[config.mk]
export PLATFORM = sky130hd
export DESIGN_NAME = svm_top
export DESIGN_NICKNAME = d
export VERILOG_FILES = /design/src/svm_pkg.sv /design/src/svm_dly_if.sv /design/src/svm_delay.sv /design/src/svm_top.sv
export SDC_FILE = /design/constraint.sdc
export NUM_CORES = 1
export LEC_CHECK = 0
export ABC_CLOCK_PERIOD_IN_PS = 3000
export BUFFER_PORTS_ARGS = -buffer_cell sky130_fd_sc_hd__clkbuf_2
export CAP_MARGIN = 20
export CORE_UTILIZATION = 50
export CTS_BUF_LIST = sky130_fd_sc_hd__clkbuf_2 sky130_fd_sc_hd__clkbuf_4 sky130_fd_sc_hd__clkbuf_8
export DETAILED_ROUTE_END_ITERATION = 10
export PLACE_DENSITY_LB_ADDON = 0.25
export SETUP_SLACK_MARGIN = 0.4
export SLEW_MARGIN = 20
export SYNTH_ARGS = -nofsm -noshare
export SYNTH_HDL_FRONTEND = slang
export SYNTH_SLANG_ARGS = --single-unit
export TNS_END_PERCENT = 1
[constraint.sdc]
create_clock -name mclk -period 3 [get_ports mclk]
set_clock_uncertainty 0.05 [all_clocks]
set_input_delay 0.45 -clock mclk [delete_from_list [all_inputs] [get_ports mclk]]
set_output_delay 0.45 -clock mclk [all_outputs]
set_load 0.02 [all_outputs]
[src/svm_pkg.sv]
package svm_pkg;
  // Register port geometry
  localparam int ADDR_W = 4;
  localparam int DATA_W = 8;

  // Register offsets
  localparam logic [3:0] OFS_CTRL = 4'h0;
  localparam logic [3:0] OFS_STAT = 4'h1;
  localparam logic [3:0] OFS_MASK = 4'h2;
  localparam logic [3:0] OFS_SET  = 4'h3;

  // Control register fields
  localparam int CTRL_FLAG_BIT = 5;
  localparam int CTRL_EN_BIT   = 4;
  localparam int SEL_LSB       = 0;
  localparam int SEL_W         = 3;

  // Status and mask fields (same layout)
  localparam int STAT_LV_BIT     = 0;
  localparam int STAT_SETTLE_BIT = 1;
  localparam int STAT_W          = 2;

  // Reset values
  localparam logic [7:0]        CTRL_RST = 8'h00;
  localparam logic [STAT_W-1:0] STAT_RST = 2'h0;
  localparam logic [STAT_W-1:0] MASK_RST = 2'h0;

  // Threshold table in millivolts, code 000 lowest to 111 highest
  localparam int MV_W = 13;
  localparam logic [MV_W-1:0] THR_MV [8] = '{13'h07d0, 13'h0898, 13'h0960, 13'h0a8c,
                                             13'h0bb8, 13'h0ce4, 13'h0e10, 13'h1130};

  // Timing: clock period, delays in ns, counts rounded up to whole cycles
  localparam int CLK_NS    = 40;
  localparam int SETTLE_NS = 100000;
  localparam int IRQ_NS    = 60000;
  localparam int CNT_W     = 12;
  localparam logic [CNT_W-1:0] SETTLE_CYC = CNT_W'((SETTLE_NS + CLK_NS - 1) / CLK_NS);
  localparam logic [CNT_W-1:0] IRQ_CYC    = CNT_W'((IRQ_NS + CLK_NS - 1) / CLK_NS);
endpackage

[src/svm_dly_if.sv]
`timescale 1ns/1ps
interface svm_dly_if;
  logic trig;  // Held high while the delay should run
  logic done;  // High once the delay has elapsed with trig held
  logic busy;  // Counting, not yet elapsed
  modport ctl (output trig, input done, input busy);
  modport dly (input trig, output done, output busy);
endinterface

[src/svm_delay.sv]
`timescale 1ns/1ps
module svm_delay #(
  parameter logic [11:0] CYC = 12'h001
) (
  // Clock and reset
  input  wire logic mclk,
  input  wire logic nrst,
  // Trigger and result
  svm_dly_if.dly    d
);
  import svm_pkg::*;

  logic [CNT_W-1:0] cnt_r;    // Cycles elapsed with trig held
  logic [CNT_W-1:0] cnt_nxt;

  // Restart on every drop of trig, saturate at the target count
  always_comb begin
    if (!d.trig) begin
      cnt_nxt = '0;
    end else if (cnt_r < CYC) begin
      cnt_nxt = cnt_r + 1'b1;
    end else begin
      cnt_nxt = cnt_r;
    end
  end

  // Counter register
  always_ff @(posedge mclk) begin
    if (!nrst) begin
      cnt_r <= '0;
    end else begin
      cnt_r <= cnt_nxt;
    end
  end

  // Level outputs, cleared as soon as trig drops
  assign d.done = d.trig && (cnt_r == CYC);
  assign d.busy = d.trig && (cnt_r != CYC);
endmodule

[src/svm_top.sv]
// The register offsets and the plain strobed port were chosen for this implementation.
`timescale 1ns/1ps
// Function
// - Threshold selectable from 2.0V to 4.4V
// - Flag high while supply below threshold
// - Reference on automatically with detector enable
// - Detector keeps running during sleep or idle
// - Request raised only after fixed delay
// - Request via shared interrupt; flag also pollable
// - Low supply in power-down sets request
// - Request setting wakes from sleep or idle
// - Control: flag bit5, enable bit4, select 2..0
// - Eight select codes map to ascending thresholds
// - Request never cleared automatically on service
// - Wake on request rise, ignoring enables
module svm_top (
  // Clock and reset
  input  wire logic                       mclk,
  input  wire logic                       nrst,
  // Register port
  input  wire logic [svm_pkg::ADDR_W-1:0] addr,
  input  wire logic [svm_pkg::DATA_W-1:0] wdata,
  input  wire logic                       wr,
  input  wire logic                       rd,
  output logic      [svm_pkg::DATA_W-1:0] rdata,
  // Analogue comparator side
  input  wire logic                       cmp_below,
  output logic                            detector_power,
  output logic                            ref_enable,
  output logic      [svm_pkg::SEL_W-1:0]  threshold_select,
  output logic      [svm_pkg::MV_W-1:0]   threshold_mv,
  // Core side
  input  wire logic                       sleep_mode,
  output logic                            low_voltage_flag_out,
  output logic                            lv_irq_request,
  output logic                            irq,
  output logic                            wake_req
);
  import svm_pkg::*;

  // Control state
  logic              en_r, en_nxt;         // Detector enable
  logic [SEL_W-1:0]  sel_r, sel_nxt;       // Threshold code
  logic              flag_r, flag_nxt;     // Low-voltage flag
  logic              cmp_s1_r, cmp_s2_r;   // Comparator synchroniser
  // Interrupt state
  logic [STAT_W-1:0] st_r, st_nxt;         // Sticky status
  logic [STAT_W-1:0] mask_r, mask_nxt;     // Interrupt mask
  logic              lv_done_d_r;          // Last request-delay result
  logic              st_done_d_r;          // Last settle-delay result
  logic              wake_r, wake_nxt;     // Wake pulse
  logic [DATA_W-1:0] rdata_r, rdata_nxt;   // Read data, one cycle late
  // Decoded strobes and events
  logic              wr_ctrl, wr_stat, wr_mask, wr_set;
  logic              lv_evt, settle_evt;
  logic [STAT_W-1:0] evt, clr, swset;
  logic [DATA_W-1:0] ctrl_view;

  svm_dly_if settle_if ();
  svm_dly_if irqd_if ();

  // Stabilisation timer runs whenever the detector is on
  svm_delay #(.CYC(SETTLE_CYC)) u_settle (
    .mclk (mclk),
    .nrst (nrst),
    .d    (settle_if.dly)
  );

  // Request delay timer restarts on every flag drop, so a hovering supply
  // only raises the request once the flag has stayed high the whole delay
  svm_delay #(.CYC(IRQ_CYC)) u_irqd (
    .mclk (mclk),
    .nrst (nrst),
    .d    (irqd_if.dly)
  );

  assign settle_if.trig = en_r;
  assign irqd_if.trig   = flag_r;

  // Strobe decode
  assign wr_ctrl = wr && (addr == OFS_CTRL);
  assign wr_stat = wr && (addr == OFS_STAT);
  assign wr_mask = wr && (addr == OFS_MASK);
  assign wr_set  = wr && (addr == OFS_SET);

  // Comparator comes from the analogue domain: two flops before use
  always_ff @(posedge mclk) begin
    if (!nrst) begin
      cmp_s1_r <= 1'b0;
      cmp_s2_r <= 1'b0;
    end else begin
      cmp_s1_r <= cmp_below;
      cmp_s2_r <= cmp_s1_r;
    end
  end

  // Control next values; sleep_mode is deliberately not used here
  always_comb begin
    en_nxt  = en_r;
    sel_nxt = sel_r;
    if (wr_ctrl) begin
      en_nxt  = wdata[CTRL_EN_BIT];
      sel_nxt = wdata[SEL_LSB +: SEL_W];
    end
    // Flag follows the comparator only while enabled
    flag_nxt = en_r && cmp_s2_r;
  end

  // Control registers
  always_ff @(posedge mclk) begin
    if (!nrst) begin
      en_r   <= CTRL_RST[CTRL_EN_BIT];
      sel_r  <= CTRL_RST[SEL_LSB +: SEL_W];
      flag_r <= CTRL_RST[CTRL_FLAG_BIT];
    end else begin
      en_r   <= en_nxt;
      sel_r  <= sel_nxt;
      flag_r <= flag_nxt;
    end
  end

  // Analogue controls: the reference needs no separate enable bit
  assign detector_power       = en_r;
  assign ref_enable           = en_r;
  assign threshold_select     = sel_r;
  assign threshold_mv         = THR_MV[sel_r];
  assign low_voltage_flag_out = flag_r;

  // One-cycle events from the rising edge of each elapsed delay
  assign lv_evt     = irqd_if.done && !lv_done_d_r;
  assign settle_evt = settle_if.done && !st_done_d_r;

  always_comb begin
    evt                  = '0;
    evt[STAT_LV_BIT]     = lv_evt;
    evt[STAT_SETTLE_BIT] = settle_evt;
    clr   = wr_stat ? wdata[STAT_W-1:0] : '0;
    swset = wr_set  ? wdata[STAT_W-1:0] : '0;
    // Set wins over a same-cycle clear; nothing clears on service
    st_nxt   = (st_r & ~clr) | evt | swset;
    mask_nxt = wr_mask ? wdata[STAT_W-1:0] : mask_r;
    // Wake on a low-to-high of the request while sleep_mode is high, mask not consulted
    wake_nxt = sleep_mode && st_nxt[STAT_LV_BIT] && !st_r[STAT_LV_BIT];
  end

  // Interrupt registers
  always_ff @(posedge mclk) begin
    if (!nrst) begin
      st_r        <= STAT_RST;
      mask_r      <= MASK_RST;
      lv_done_d_r <= 1'b0;
      st_done_d_r <= 1'b0;
      wake_r      <= 1'b0;
    end else begin
      st_r        <= st_nxt;
      mask_r      <= mask_nxt;
      lv_done_d_r <= irqd_if.done;
      st_done_d_r <= settle_if.done;
      wake_r      <= wake_nxt;
    end
  end

  // Shared level interrupt: every unmasked sticky bit feeds one line
  assign irq            = |(st_r & mask_r);
  assign lv_irq_request = st_r[STAT_LV_BIT];
  assign wake_req       = wake_r;

  // Read mux; unmapped offsets and unused bits read zero
  always_comb begin
    ctrl_view                        = '0;
    ctrl_view[CTRL_FLAG_BIT]         = flag_r;
    ctrl_view[CTRL_EN_BIT]           = en_r;
    ctrl_view[SEL_LSB +: SEL_W]      = sel_r;
    rdata_nxt = '0;
    if (rd) begin
      unique case (addr)
        OFS_CTRL: rdata_nxt = ctrl_view;
        OFS_STAT: rdata_nxt = {{(DATA_W-STAT_W){1'b0}}, st_r};
        OFS_MASK: rdata_nxt = {{(DATA_W-STAT_W){1'b0}}, mask_r};
        default:  rdata_nxt = '0;
      endcase
    end
  end

  // Read data register, valid only the cycle after the strobe
  always_ff @(posedge mclk) begin
    if (!nrst) begin
      rdata_r <= '0;
    end else begin
      rdata_r <= rdata_nxt;
    end
  end

  assign rdata = rdata_r;

  // Helper: consecutive cycles with the flag high, saturating
  logic [CNT_W-1:0] hi_cnt_r;
  always_ff @(posedge mclk) begin
    if (!nrst) begin
      hi_cnt_r <= '0;
    end else if (!flag_r) begin
      hi_cnt_r <= '0;
    end else if (hi_cnt_r != {CNT_W{1'b1}}) begin
      hi_cnt_r <= hi_cnt_r + 1'b1;
    end
  end
endmodule

==> flow_results.org, run 1 <==
** Logic synthesis
- Leading register cell type out of synthesis :: sky130_fd_sc_hd__dfxtp_1
- Netlist cell types :: 47
- Cell area after technology mapping :: approximately 2200 µm²
- Proportion of register bits with asynchronous set or reset after synthesis :: 0%
- Synthesis handed over a netlist of 256 instances.
- The synthesized design contains 0 enable-type register cells.
- Of the synthesized area, sequential elements account for 38.5%.
- Cell types with the largest area share after synthesis :: sky130_fd_sc_hd__dfxtp_1 39%, sky130_fd_sc_hd__ha_1 6.7%, sky130_fd_sc_hd__mux2i_1 5.8%
- Post-Synth XOR/XNOR Area :: 3.53%
- Synthesized-area fraction occupied by ao, oa, aoi and oai cells :: approximately an eighth
- After synthesis the netlist holds a flip-flop and latch count of 43.
- Measured against the total synthesized area, the mux share comes to under 10%.
- Dominant combinational cell family by area after synthesis :: simple AND/OR/NAND/NOR gates
- Share of synthesized cell area in and, or, nand and nor gates :: 26.5%
- Ranking of synthesized cells by instance count :: 43 x sky130_fd_sc_hd__dfxtp_1, 21 x sky130_fd_sc_hd__nor2_1, 16 x sky130_fd_sc_hd__nand2_1, 16 x sky130_fd_sc_hd__nand3_1, 13 x sky130_fd_sc_hd__mux2i_1
- Of the total synthesized cell area, the portion taken by full adders, half adders and majority gates is 6.72%.
- Synth warn :: 0
- Of the post-synthesis cell area, the dominant cell type holds 38.5%.
- Syn avg cell area :: 8.73 µm²
- Library cell with the largest summed area after synthesis :: sky130_fd_sc_hd__dfxtp_1
- Most instantiated library cell after synthesis :: sky130_fd_sc_hd__dfxtp_1

** Placed design
- Total instance count after detailed placement :: 333
- Final Wtd Congestion :: around 0.84
- Worst slack at placement :: 1.04 ns
- Buffers added on ports :: 38
- Hpwl dp :: approximately 3100 µm

** CTS
- Buffer levels on the longest clock path :: 2
- CTS buffer count :: 5
- Num Clock Sinks :: 43
- After clock tree synthesis, the clock-pin slew on the worst setup and hold paths is 0.08 ns.
- The H-tree generated during clock tree synthesis spans 2 levels.
- Post-CTS Hold Fix Bufs :: 0
- Post-CTS timing repair inserted 0 buffers for setup.
- In this run the clock root is driven by a sky130_fd_sc_hd__clkbuf_8.
- For the worst-skew pair, the clock arrives at the later sink with an insertion delay of 0.29 ns.
- TritonCTS built the clock tree.
- After clock tree synthesis, the repair step resized 0 gates.

** Timing
- Post-layout min period :: 2.29 ns
- For the final routed database, the setup TNS stands at 0 ns.
- Endpoints failing hold :: 0
- Worst slew pin tran :: around 0.63 ns
- After layout, the worst path uses 76.3% of the clock period.
- Setup repair after global routing missed its margin :: no
- Setup slack closes at 0.710 ns.
- Number of pins exceeding their max-slew limit in the final report :: 0
- Setup violations remaining at the end of the flow were counted as 0.
- Measured against its own limit, the worst slew margin works out to 58.0%.
- Highest clock frequency the design can meet :: around 440 MHz

** Setup path
- Along the worst path, the maximum fanout reaches 11.
- Type of the worst setup path :: reg2out
- Setup crit start kind :: flip-flop
- Data on the critical path arrives at its endpoint at roughly 1.8 ns.
- In this run the register-to-register setup slack is 1.32 ns.
- Cell family with most CP delay :: flip-flops
- Among all stages on the critical path, the largest delay is contributed by sky130_fd_sc_hd__dfxtp_1.
- At the worst endpoint, the required time is 2.50 ns.
- Together, buffers and inverters on the worst path number 2.
- Chain of cells forming the critical path :: inv_1, ha_1, mux2_2, clkbuf_2
- On the worst path, the slowest cell contributes a delay of about 0.55 ns.
- Sort of element at the end of the critical path :: output port

** Pwr
- Of the total power, the clock network draws 39.6%.
- Combinational share of power :: 4.4%
- The analysis attributes to cell leakage a power of 0.000952 µW.
- Per report_power, the sequential group accounts for between 50% and 60% of the total.
- Net switching is 22.3% of the power.
- IR analysis of the VDD net gives a maximum drop of about 250 µV.
- Cell Pwr Density :: 408 nW/µm²
- Reported net switching power :: between 200 and 250 µW
- Cell internal power was estimated by the tool at approximately 800 µW.

** GRT
- Gr usage total :: 20.2%
- Wire length of the first global-routing pass :: about 7100 µm
- In this run the most used layer during global routing was met2.
- Overflow after GRT :: 0
- The number of global-route vias before repair is 1710.
- Entering global routing, the biggest net connects 21 pins.
- The number of antenna violations at the first check in global routing is 0.
- Met3 GRT Util :: 4.44%
- For met2 alone, demand over resource in global routing was 34.1%.
- For this run, global-route usage on met1 was measured as 25.1%.

** Outcome
- The run finished with clean final reports.

** Layout
- Excluding fillers, the count of instances in the completed layout stands at 341.
- Proportion of layout cells with a drive suffix above 1 :: 18.2%
- At the end of the flow, the number of nets in the layout was 320.
- Cells fill between 60% and 70% of the core in the end.
- Fill count :: 379
- ANT cells :: 0
- Area growth, synth to finish :: 12.8%

** Drt
- Avg WL per Cell :: 12.4 µm
- Summed over all layers, the routed wires come to ~4200 µm.
- Total vias in the final route :: 1842
- For this run, design rule violations remaining after detail routing come to 0.
- Initial drt markers :: 93
- TritonRoute pass-1 iters :: 4
- Remaining antenna violation count after routing :: 0
- Using the TritonRoute via totals, the vias-per-cell ratio works out to 5.40.

** Floorplan
- Die boundary width :: 68.9 µm
- In this run the standard cell core region covers slightly above 4000 µm².
- The floorplan step set the die height to 68.9 µm.
- For this design the top-level I/O count stands at 48.
- Area of the die :: ~4700 µm²
- Row generation in the floorplan step produced 23 rows.
- Initial cell density of the core :: 53.9%

** Run
- The tool flagged a number of max-cap violations equal to 0.

** Hold path
- Worst hold path type :: in2reg
==> kinds of logic after synthesis <==
family,after synthesis
compound gates,43
xor+xnor,9
fa+ha+maj,12
buf+inv,26
flops,43
mux,15
other cells,1
simple gates,107
==> final timing paths <==
kind              depth (start not counted)                            to                        startpoint
hold / removal                            2           cmp_s1_r$_SDFF_PN0_                         cmp_below
setup / recovery                          4              threshold_mv[10]  threshold_select[0]$_SDFFE_PN0P_
hold reg to reg                           1           cmp_s2_r$_SDFF_PN0_               cmp_s1_r$_SDFF_PN0_
setup reg to reg                          4  u_irqd.cnt_r[8]$_SDFFE_PN0N_      u_irqd.cnt_r[2]$_SDFFE_PN0N_
==> power by group through the flow <==
stage / Clock (µW) / Sequential (µW) / Combinational (µW)
2_1_floorplan: 0 / 589 / 34.8
3_3_place_gp: 0 / 590 / 45.3
3_5_place_dp: 0 / 590 / 45.4
4_1_cts: 417 / 576 / 45.6
5_1_grt: 439 / 577 / 50.8
6_report: 407 / 576 / 45.5
==> final cells by class <==
type | count | area, µm² | area share [%]
clock buffer | 7 | 96.3 | 3.82
sequential | 43 | 861 | 34.2
inverter | 11 | 41.3 | 1.64
timing repair buffer | 38 | 190 | 7.55
clock inverter | 1 | 7.51 | 0.298
multi-input combinational | 191 | 1260 | 50.0
tap | 50 | 62.6 | 2.48
==> registers in the layout (all words and copies together), names as in the netlist, 2 cells and up <==
name,count
st_r,2
mask_r,2
rdata,5
u_irqd.cnt_r,12
u_settle.cnt_r,12
threshold_select,3
==> metrics by stage <==
stage          hold WS [ns]  power [µW]  instance area [µm²]
2_1_floorplan         0.362         624                 2250
3_3_place_gp          0.376         635                 2420
3_5_place_dp          0.375         635                 2420
4_1_cts               0.300        1040                 2520
5_1_grt               0.309        1070                 2520
6_report              0.306        1030                 2520
==> metal layers <==
layer	vias to the layer above	routed length, µm
li1	966	-
met1	832	2050
met2	37	1970
met3	7	154
met4	0	57
met5	-	0
==> layout by cell type, fill, tap and decap left out, drive strengths merged, types with 2 or more instances in the layout <==
| cell type | Yosys | layout |
|---|---|---|
| a21boi | 4 | 4 |
| a21oi | 12 | 12 |
| a31o | 2 | 2 |
| a31oi | 5 | 5 |
| and2 | 9 | 9 |
| and3 | 5 | 5 |
| and4 | 3 | 3 |
| clkbuf | 7 | 45 |
| conb | 1 | 5 |
| dfxtp | 43 | 43 |
| ha | 12 | 12 |
| inv | 11 | 11 |
| mux2 | 2 | 2 |
| mux2i | 13 | 13 |
| nand2 | 16 | 16 |
| nand2b | 3 | 3 |
| nand3 | 16 | 16 |
| nand4 | 8 | 8 |
| nand4b | 2 | 2 |
| nor2 | 21 | 21 |
| nor2b | 3 | 3 |
| nor3 | 3 | 3 |
| nor3b | 3 | 3 |
| nor4 | 4 | 4 |
| o211ai | 2 | 2 |
| o21ai | 11 | 11 |
| o31ai | 2 | 2 |
| or3 | 5 | 5 |
| or4 | 2 | 2 |
| xnor2 | 6 | 6 |
| xor2 | 3 | 3 |
Power figures use the tool's default switching activity.
==> inputs of run 2 (changes only) <==
--- a/config.mk
+++ b/config.mk
@@ -5,7 +5,8 @@
 export SDC_FILE = /design/constraint.sdc
 export NUM_CORES = 1
 export LEC_CHECK = 0
-export ABC_CLOCK_PERIOD_IN_PS = 3000
+export ABC_AREA = 1
+export ABC_CLOCK_PERIOD_IN_PS = 2029
 export BUFFER_PORTS_ARGS = -buffer_cell sky130_fd_sc_hd__clkbuf_2
 export CAP_MARGIN = 20
 export CORE_UTILIZATION = 50
==> constraint.sdc (replaced) <==
create_clock -name mclk -period 2.03 [get_ports mclk]
set_clock_uncertainty 0.05 [all_clocks]
set_input_delay 0.3045 -clock mclk [delete_from_list [all_inputs] [get_ports mclk]]
set_output_delay 0.3045 -clock mclk [all_outputs]
set_load 0.02 [all_outputs]
==> flow_results.org, run 2 <==
** Timing
- Post-layout min period :: roughly 1.6 ns
- Number of pins exceeding their max-slew limit in the final report :: 0 (unchanged)
- Post-route setup TNS :: 0 ns (unchanged)
- The total count of hold-check failures in the final report is 0 (unchanged).
- Setup repair after global routing missed its margin: yes (was no).
- The worst hold slack after final layout was 0.135 ns (was 0.306 ns).
- The number of failing setup endpoints in the final timing report was 0 (unchanged).
- Highest clock frequency the design can meet :: 607 MHz
- Period Utilization, post-route :: 81.2%

** Logic synthesis
- Proportion of register bits with asynchronous set or reset after synthesis :: 0% (unchanged)
- The most common flop cell mapped by yosys is sky130_fd_sc_hd__dfxtp_1 (unchanged).
- Share of synthesized cell area in and, or, nand and nor gates :: 36.0% (was 26.5%)
- Yosys reg bits :: 43 (unchanged)
- The synthesized-area fraction occupied by ao, oa, aoi and oai cells came to 9.78% (was 12.0%).
- The sequential element share of the synthesized area is 34.2% (was 38.5%).
- The main combinational cell family by area after synthesis was simple AND/OR/NAND/NOR gates (unchanged).
- Netlist cell types :: 28 (was 47)
- Adder and majority gate portion of the synthesized area :: 5.96% (was 6.72%)
- The number of synthesis warnings came to 0 (unchanged).
- The dominant cell type by area after synthesis is sky130_fd_sc_hd__dfxtp_1 (unchanged).
- Cell types with the largest area share after synthesis: sky130_fd_sc_hd__dfxtp_1 34%, sky130_fd_sc_hd__nand2_1 17%, sky130_fd_sc_hd__nor2_1 6.7% (was sky130_fd_sc_hd__dfxtp_1 39%, sky130_fd_sc_hd__ha_1 6.7%, sky130_fd_sc_hd__mux2i_1 5.8%).
- The synthesized instance count was 382 (was 256).
- Ranking of synthesized cells by instance count: 117 x sky130_fd_sc_hd__nand2_1, 45 x sky130_fd_sc_hd__nor2_1, 44 x sky130_fd_sc_hd__inv_1, 43 x sky130_fd_sc_hd__dfxtp_1, 27 x sky130_fd_sc_hd__a21oi_1 (was 43 x sky130_fd_sc_hd__dfxtp_1, 21 x sky130_fd_sc_hd__nor2_1, 16 x sky130_fd_sc_hd__nand2_1, 16 x sky130_fd_sc_hd__nand3_1, 13 x sky130_fd_sc_hd__mux2i_1).
- Most instantiated library cell after synthesis :: sky130_fd_sc_hd__nand2_1 (was sky130_fd_sc_hd__dfxtp_1)
- Number of synthesized flops with an enable pin :: 0 (unchanged)
- The synthesized area divided by synthesized cell count came to 6.60 µm² (was 8.73 µm²).
- Multiplexer area fraction after synthesis :: 0.397% (was 6.83%)
- The post-synthesis instance area was 2520 µm² (was 2230 µm²).
- The post-synthesis xor/xnor area fraction was 3.48% (was 3.53%).
- The portion of synthesized cell area occupied by the leading cell type is 34.2% (was 38.5%).

** Floorplan
- Vert. Die Dim :: 73.0 µm (was 68.9 µm)
- Die boundary width :: 73.0 µm (was 68.9 µm)
- Initial cell density of the core :: 52.7% (was 53.9%)
- The area inside the core boundary was 4790 µm² (was 4140 µm²).
- The I/O pin count is 48 (unchanged).
- The area enclosed by the die boundary came to 5330 µm² (was 4740 µm²).
- Site Rows :: 25 (was 23)

** Drt
- The count of vias placed by the detailed router was 2422 (was 1842).
- Final routed DRC violation total :: 0 (unchanged)
- Via density :: 4.93 (was 5.40)
- The iteration count of the initial detailed-routing pass came to 4 (unchanged).
- Initial drt markers :: 126 (was 93)
- The average wire per cell in the routed design was 11.3 µm (was 12.4 µm).
- The number of nets with antenna violations after routing is 0 (unchanged).
- Routed wire length :: 5540 µm (was 4230 µm)

** GRT
- Wire length of the first global-routing pass :: 9250 µm (was 7110 µm)
- Maximum number of pins on one net before global-route repair :: 14 (was 21)
- The overall global routing resource usage came to 22.0% (was 20.2%).
- The total grt overflow is 0 (unchanged).
- Vias in the first global route :: 2185 (was 1710)
- Initial antenna violation count :: 0 (unchanged)

** CTS
- The maximum root-to-sink buffer count is 2 (unchanged).
- Clock-pin slew of the registers on the worst-case setup and hold paths :: 0.09 ns (was 0.08 ns)
- Worst-skew pair later-pin latency :: 0.30 ns (was 0.29 ns)
- The CTS H-tree depth was 2 (unchanged).
- Num Clock Sinks :: 43 (unchanged)
- CTS buffer count :: 5 (unchanged)
- Root Buffer Master :: sky130_fd_sc_hd__clkbuf_8 (unchanged)
- The CTS tree is yes (unchanged).

** Setup path
- Critical Path RT :: 1.68 ns (was 2.50 ns)
- Type of the worst setup path :: reg2out (unchanged)
- Cell family with most CP delay :: flip-flops (unchanged)
- The element type at the critical path end is an output port (unchanged).
- The peak fanout along the critical path is 6 (was 11).
- Chain of cells forming the critical path: inv_6, ha_4, o21ai_2, buf_4 (was inv_1, ha_1, mux2_2, clkbuf_2).
- Buffers & Inverters on Critical Path :: 2 (unchanged)
- Worst-path cell with the longest stage delay :: sky130_fd_sc_hd__dfxtp_4 (was sky130_fd_sc_hd__dfxtp_1)
- Largest stage delay on the critical path :: 0.39 ns (was 0.55 ns)
- The type of element launching the critical path is a flip-flop (unchanged).
- The arrival time at the worst endpoint is 1.29 ns (was 1.79 ns).

** Pwr
- The power density over the cells came to 502 nW/µm² (was 408 nW/µm²).
- The internal portion of total power is 1120 µW (was 799 µW).
- The switching fraction of total power was 24.8% (was 22.3%).
- Portion of total power attributed to the clock network :: 35.8% (was 39.6%)
- Combinational share of power :: 7.2% (was 4.4%)
- Share of power burned in registers :: 57.0% (was 56.0%)
- The standby leakage power was 0.00126 µW (was 0.000952 µW).
- The switching power was 370 µW (was 229 µW).
- The worst IR drop on VDD came to 382 µV (was 248 µV).

** Layout
- Sequential cell area :: 868 µm² (was 861 µm²)
- The area of all placed cells without fillers came to 2970 µm² (was 2520 µm²).
- Number of nets at the end of the flow :: 454 (was 320)
- Proportion of layout cells with a drive suffix above 1 :: 18.6% (was 18.2%)
- The fraction of the core area covered by cells at the end of the flow came to 62.0% (was 60.8%).
- The count of antenna diodes in the layout is 0 (unchanged).
- Total area of multi-input combinational cells :: 1480 µm² (was 1260 µm²)
- The most common cell after layout, fill and taps aside is sky130_fd_sc_hd__nand2_1 (was sky130_fd_sc_hd__dfxtp_1).
- The relative area change from synthesis to final layout is 17.7% (was 12.8%).
- Commonest non-fill, non-tap cells in the layout: 115 x sky130_fd_sc_hd__nand2_1, 44 x sky130_fd_sc_hd__nor2_1, 41 x sky130_fd_sc_hd__inv_1, 41 x sky130_fd_sc_hd__dfxtp_1, 29 x sky130_fd_sc_hd__clkbuf_2 (was 43 x sky130_fd_sc_hd__dfxtp_1, 38 x sky130_fd_sc_hd__clkbuf_2, 21 x sky130_fd_sc_hd__nor2_1, 16 x sky130_fd_sc_hd__nand2_1, 16 x sky130_fd_sc_hd__nand3_1).
- Fill count :: 449 (was 379)

** Outcome
- Result of the run :: finished, final reports clean (unchanged)

** Placed design
- Buffers added on ports :: 38 (unchanged)
- Final Wtd Congestion :: 0.912 (was 0.845)
- Placed cell areas :: 2740 µm² (was 2420 µm²)
- The post-detailed-placement half-perimeter wirelength was 3940 µm (was 3110 µm).

** Run
- Max Cap Violations :: 0 (unchanged)

** Hold path
- The worst hold-check path type was in2reg (unchanged).
==> run 2: cell types whose count changed after synthesis, moves of 10 or more <==
cell,before,now
sky130_fd_sc_hd__a21oi_1,12,27
sky130_fd_sc_hd__inv_1,11,44
sky130_fd_sc_hd__mux2i_1,13,1
sky130_fd_sc_hd__nand2_1,16,117
sky130_fd_sc_hd__nand3_1,16,26
sky130_fd_sc_hd__nor2_1,21,45
==> run 2: metal layers <==
layer	track usage, %	vias to the layer above	share of wire, %
li1	-	1278	-
met2	37.7	44	48
met1	27.5	1093	48
met5	0	-	0
met3	4.14	7	3.0
met4	7.84	0	1.3
==> run 2: stage by stage <==
| stage | power (µW) | instances | setup slack [ns] |
|---|---|---|---|
| 3_5_place_dp | 962 | 480 | 0.329 |
| 5_1_grt | 1550 | 491 | 0.321 |
| 4_1_cts | 1490 | 491 | 0.380 |
| 2_1_floorplan | 935 | 386 | 0.255 |
| 6_report | 1490 | 491 | 0.381 |
| 3_3_place_gp | 960 | 480 | 0.343 |
==> run 2: worst paths after layout <==
check	startpoint	end	slack [ns]	cells after the start
worst min-delay path	cmp_below	cmp_s1_r$_SDFF_PN0_	0.13	3
worst max register to register	u_irqd.cnt_r[7]$_SDFFE_PN0N_	u_irqd.cnt_r[1]$_SDFFE_PN0N_	0.50	6
worst min register to register	cmp_s1_r$_SDFF_PN0_	cmp_s2_r$_SDFF_PN0_	0.38	2
worst max-delay path	threshold_select[0]$_SDFFE_PN0P_	threshold_mv[8]	0.38	4
==> run 2: cell families (layout without fill, tap and decap cells) <==
logic type      Yosys count  after routing
compound gates           46             46
xor+xnor                 10             10
fa+ha+maj                12             12
buf+inv                  58             96
flops                    43             43
mux                       1              1
other cells               1              5
simple gates            211            211
==> run 2: final cells by class <==
class	count	area share (%)
multi-input cells	285	49.9
inverters	44	5.90
flip-flops and latches	43	29.3
well taps	67	2.83
clock buffers	5	2.32
repair buffers	45	9.36
clock inverters	2	0.464
==> run 2: timing repair <==
| action | in CTS | in global routing |
|---|---|---|
| hold endpoints to repair | 0 | 0 |
| pin swaps | 3 | 2 |
| cloned | 0 | 0 |
| endpoints found under the setup margin | 11 | 24 |
| buffers inserted | 4 | 0 |
| hold buffers | 0 | 0 |
| resized for setup | 22 | 26 |
==> run 2: power groups by stage <==
stage | sequential (µW) | clock [µW] | combinational, µW
2_1_floorplan | 873 | 0 | 62.3
3_3_place_gp | 871 | 0 | 88.9
3_5_place_dp | 872 | 0 | 90.1
4_1_cts | 849 | 542 | 99.6
5_1_grt | 850 | 585 | 117
6_report | 849 | 533 | 107
==> run 2: worst min-delay path: stages <==
cell	delay (ns)
sky130_fd_sc_hd__clkbuf_2	0.07
sky130_fd_sc_hd__nand2_1	0.04
sky130_fd_sc_hd__inv_1	0.04
==> inputs of run 3 (changes only) <==
--- a/config.mk
+++ b/config.mk
@@ -5,8 +5,8 @@
 export SDC_FILE = /design/constraint.sdc
 export NUM_CORES = 1
 export LEC_CHECK = 0
-export ABC_AREA = 1
-export ABC_CLOCK_PERIOD_IN_PS = 2029
+export ABC_AREA = 0
+export ABC_CLOCK_PERIOD_IN_PS = 1450
 export BUFFER_PORTS_ARGS = -buffer_cell sky130_fd_sc_hd__clkbuf_2
 export CAP_MARGIN = 20
 export CORE_UTILIZATION = 50
==> constraint.sdc (replaced) <==
create_clock -name mclk -period 1.45 [get_ports mclk]
set_clock_uncertainty 0.05 [all_clocks]
set_input_delay 0.2175 -clock mclk [delete_from_list [all_inputs] [get_ports mclk]]
set_output_delay 0.2175 -clock mclk [all_outputs]
set_load 0.02 [all_outputs]
==> flow_results.org, run 3 (synthesis gave the netlist of run 1 again) <==
** Setup path
- Chain of cells forming the critical path: buf_6, ha_2, nand2_2, o21ai_1, buf_4 (was inv_6, ha_4, o21ai_2, buf_4).
- The worst reg2reg path startpoint was u_settle.cnt_r[9]$_SDFFE_PN0N_ (was u_irqd.cnt_r[7]$_SDFFE_PN0N_).
- The flop-to-flop setup slack was -0.12 ns (was 0.50 ns).
- The termination of the worst setup path is threshold_mv[6] (was threshold_mv[8]).
- The largest incremental delay on the critical path was 0.36 ns (was 0.39 ns).
- Setup crit start kind :: flip-flop (unchanged)
- Critical Path RT :: 1.18 ns (was 1.68 ns)
- Count of cells along the worst register-to-register path :: 6 (unchanged)
- Beginning of the critical path :: threshold_select[0]$_SDFFE_PN0P_ (unchanged)
- The endpoint of the worst register-to-register path is u_settle.cnt_r[6]$_SDFFE_PN0N_ (was u_irqd.cnt_r[1]$_SDFFE_PN0N_).
- Sort of element at the end of the critical path :: output port (unchanged)
- Maximum fanout along the worst path :: 10 (was 6)
- The cell with the largest stage delay on the worst path is sky130_fd_sc_hd__dfxtp_4 (unchanged).
- Type of the worst setup path :: reg2out (unchanged)
- The arrival time at the worst endpoint came to 1.45 ns (was 1.29 ns).

** Timing
- Derived from the worst setup path, the maximum achievable clock frequency is 582 MHz.
- Min setup slack post-route :: -0.270 ns (was 0.381 ns)
- Post-layout min period :: 1.72 ns
- Period Utilization, post-route :: 119%
- The number of failing setup endpoints in the final timing report is 18 (was 0).
- Setup repair after global routing missed its margin: yes (unchanged).
- The max-slew violation total from the final report was 0 (unchanged).
- Endpoints failing hold :: 0 (unchanged)

** Drt
- Initial drt markers :: 185 (was 126)
- The average wire per cell in the routed design was 17.2 µm (was 11.3 µm).
- Via density :: 5.74 (was 4.93)
- TritonRoute pass-1 iters :: 4 (unchanged)
- Total vias in the final route :: 2238 (was 2422)
- Final routed DRC violation total :: 0 (unchanged)
- The detailed-route wire length was 6720 µm (was 5540 µm).
- Remaining antenna violation count after routing :: 0 (unchanged)

** CTS
- The clock sink count was 43 (unchanged).
- Clock-pin slew of the registers on the worst-case setup and hold paths :: 0.08 ns (was 0.09 ns)
- Maximum level of the CTS H-tree :: 2 (unchanged)
- CTS buffer count :: 5 (unchanged)
- Buffer levels on the longest clock path :: 2 (unchanged)
- Clock tree from TritonCTS :: yes (unchanged)
- The clock latency on the worst-skew pair is 0.31 ns (was 0.30 ns).
- Number of buffers inserted by post-CTS setup repair :: 0 (was 4)
- Root Buffer Master :: sky130_fd_sc_hd__clkbuf_8 (unchanged)

** Placed design
- The total instance count after detailed placement was 382 (was 480).
- The post-detailed-placement half-perimeter wirelength was 3880 µm (was 3940 µm).
- Buffers added on ports :: 38 (unchanged)
- The standard cell area after detailed placement was 2840 µm² (was 2740 µm²).
- Final Wtd Congestion :: 0.813 (was 0.912)

** GRT
- The total grt overflow is 0 (unchanged).
- Gr usage total :: 27.5% (was 22.0%)
- The number of global-route vias before repair was 2098 (was 2185).
- Maximum number of pins on one net before global-route repair :: 14 (unchanged)
- The wire length of the first global-routing pass was 9450 µm (was 9250 µm).
- The number of antenna violations at the first check in global routing came to 0 (unchanged).

** Floorplan
- The effective utilization at floorplan came to 53.9% (was 52.7%).
- The area inside the core boundary came to 4140 µm² (was 4790 µm²).
- The vertical die dimension is 68.9 µm (was 73.0 µm).
- The area enclosed by the die boundary is 4740 µm² (was 5330 µm²).
- Site Rows :: 23 (was 25)
- The x dimension of the die was 68.9 µm (was 73.0 µm).
- The I/O pin count was 48 (unchanged).

** Hold path
- Worst hold path type :: in2reg (unchanged)

** Layout
- Commonest non-fill, non-tap cell in the layout :: sky130_fd_sc_hd__buf_4 (was sky130_fd_sc_hd__nand2_1)
- Number of non-filler instances in the completed layout :: 390 (was 491)
- Proportion of layout cells with a drive suffix above 1 :: 48.5% (was 18.6%)
- The area of all placed cells without fillers was 3330 µm² (was 2970 µm²).
- The number of nets in the layout came to 369 (was 454).
- ANT cells :: 0 (unchanged)
- Commonest non-fill, non-tap cells in the layout: 49 x sky130_fd_sc_hd__buf_4, 21 x sky130_fd_sc_hd__nor2_1, 18 x sky130_fd_sc_hd__dfxtp_1, 18 x sky130_fd_sc_hd__dfxtp_2, 15 x sky130_fd_sc_hd__nand2_1 (was 115 x sky130_fd_sc_hd__nand2_1, 44 x sky130_fd_sc_hd__nor2_1, 41 x sky130_fd_sc_hd__inv_1, 41 x sky130_fd_sc_hd__dfxtp_1, 29 x sky130_fd_sc_hd__clkbuf_2).
- The relative area change from synthesis to final layout came to 48.9% (was 17.7%).

** Pwr
- The power density over the cells is 630 nW/µm² (was 502 nW/µm²).
- IR drop worst, VDD :: 605 µV (was 382 µV)
- The standby leakage power is 0.00130 µW (was 0.00126 µW).

** Outcome
- Failing checks :: negative setup slack
- Result of the run :: finished with violations (was finished, final reports clean)

** Run
- The number of maximum-capacitance constraint violations was 0 (unchanged).
run 3: cell count changes in the layout (fill, tap and decap cells not counted), moves of 9 or more:
cell / change
sky130_fd_sc_hd__a21oi_1: -19
sky130_fd_sc_hd__and2_1: +9
sky130_fd_sc_hd__buf_4: +38
sky130_fd_sc_hd__clkbuf_2: -16
sky130_fd_sc_hd__dfxtp_1: -23
sky130_fd_sc_hd__dfxtp_2: +18
sky130_fd_sc_hd__inv_1: -36
sky130_fd_sc_hd__mux2i_1: +9
sky130_fd_sc_hd__nand2_1: -100
sky130_fd_sc_hd__nand3_1: -12
sky130_fd_sc_hd__nor2_1: -23
run 3: timing repair:
action	CTS	global route
hold buffers	0	0
pin swaps	14	14
gates resized for setup	73	61
setup endpoints to repair	52	58
run 3: worst min path at each step:
stage                     depth (start not counted)                   to  slack, ns                start
final                                             2  cmp_s1_r$_SDFF_PN0_       0.07            cmp_below
after global routing                              2  cmp_s1_r$_SDFF_PN0_       0.06            cmp_below
after CTS                                         2  cmp_s1_r$_SDFF_PN0_       0.07            cmp_below
after detailed placement                          1  cmp_s2_r$_SDFF_PN0_       0.37  cmp_s1_r$_SDFF_PN0_
after global placement                            1  cmp_s2_r$_SDFF_PN0_       0.37  cmp_s1_r$_SDFF_PN0_
after floorplan                                   1  cmp_s1_r$_SDFF_PN0_       0.29            cmp_below
run 3: layout make-up:
type | count | area, µm²
fillers | 237 | 817
clock inverters | 2 | 12.5
multi-input cells | 191 | 1480
flip-flops and latches | 43 | 910
inverters | 11 | 48.8
well taps | 50 | 62.6
clock buffers | 6 | 76.3
repair buffers | 87 | 739
run 3: stage by stage:
step | hold slack (ns) | utilization [%] | setup TNS, ns | setup WS, ns | total power [µW]
floorplan | 0.295 | - | -0.0732 | -0.0591 | 1300
global placement | 0.365 | 68.5 | -0.479 | -0.101 | 1330
detailed placement | 0.372 | 68.5 | -0.927 | -0.174 | 1330
CTS | 0.0656 | 76.6 | -1.86 | -0.220 | 2100
global route | 0.0594 | 80.3 | -3.66 | -0.419 | 2160
finish | 0.0716 | 80.3 | -2.12 | -0.270 | 2090
run 3: routing by layer:
metal  vias up  track usage, %  part of all wire (%)
met5         -               0                     0
met4         0            11.2                   4.1
met3        22            5.26                   5.3
met2        80            50.2                    51
met1      1066            30.9                    39
li1       1070               -                     -
run 3: critical path: cells and delay by family (launching register included):
family          cells  cell delay (ns)
simple gates        1             0.08
fa+ha+maj           1             0.21
flops               1             0.36
buf+inv             2             0.36
compound gates      1             0.14
run 3: report_power, final:
part / internal [µW] / leakage, µW / switching (µW)
sequential: 1170 / 0.000362 / 4.13
clock: 356 / 0.0000446 / 423
combinational: 61.2 / 0.000897 / 78.1
total: 1590 / 0.00130 / 505
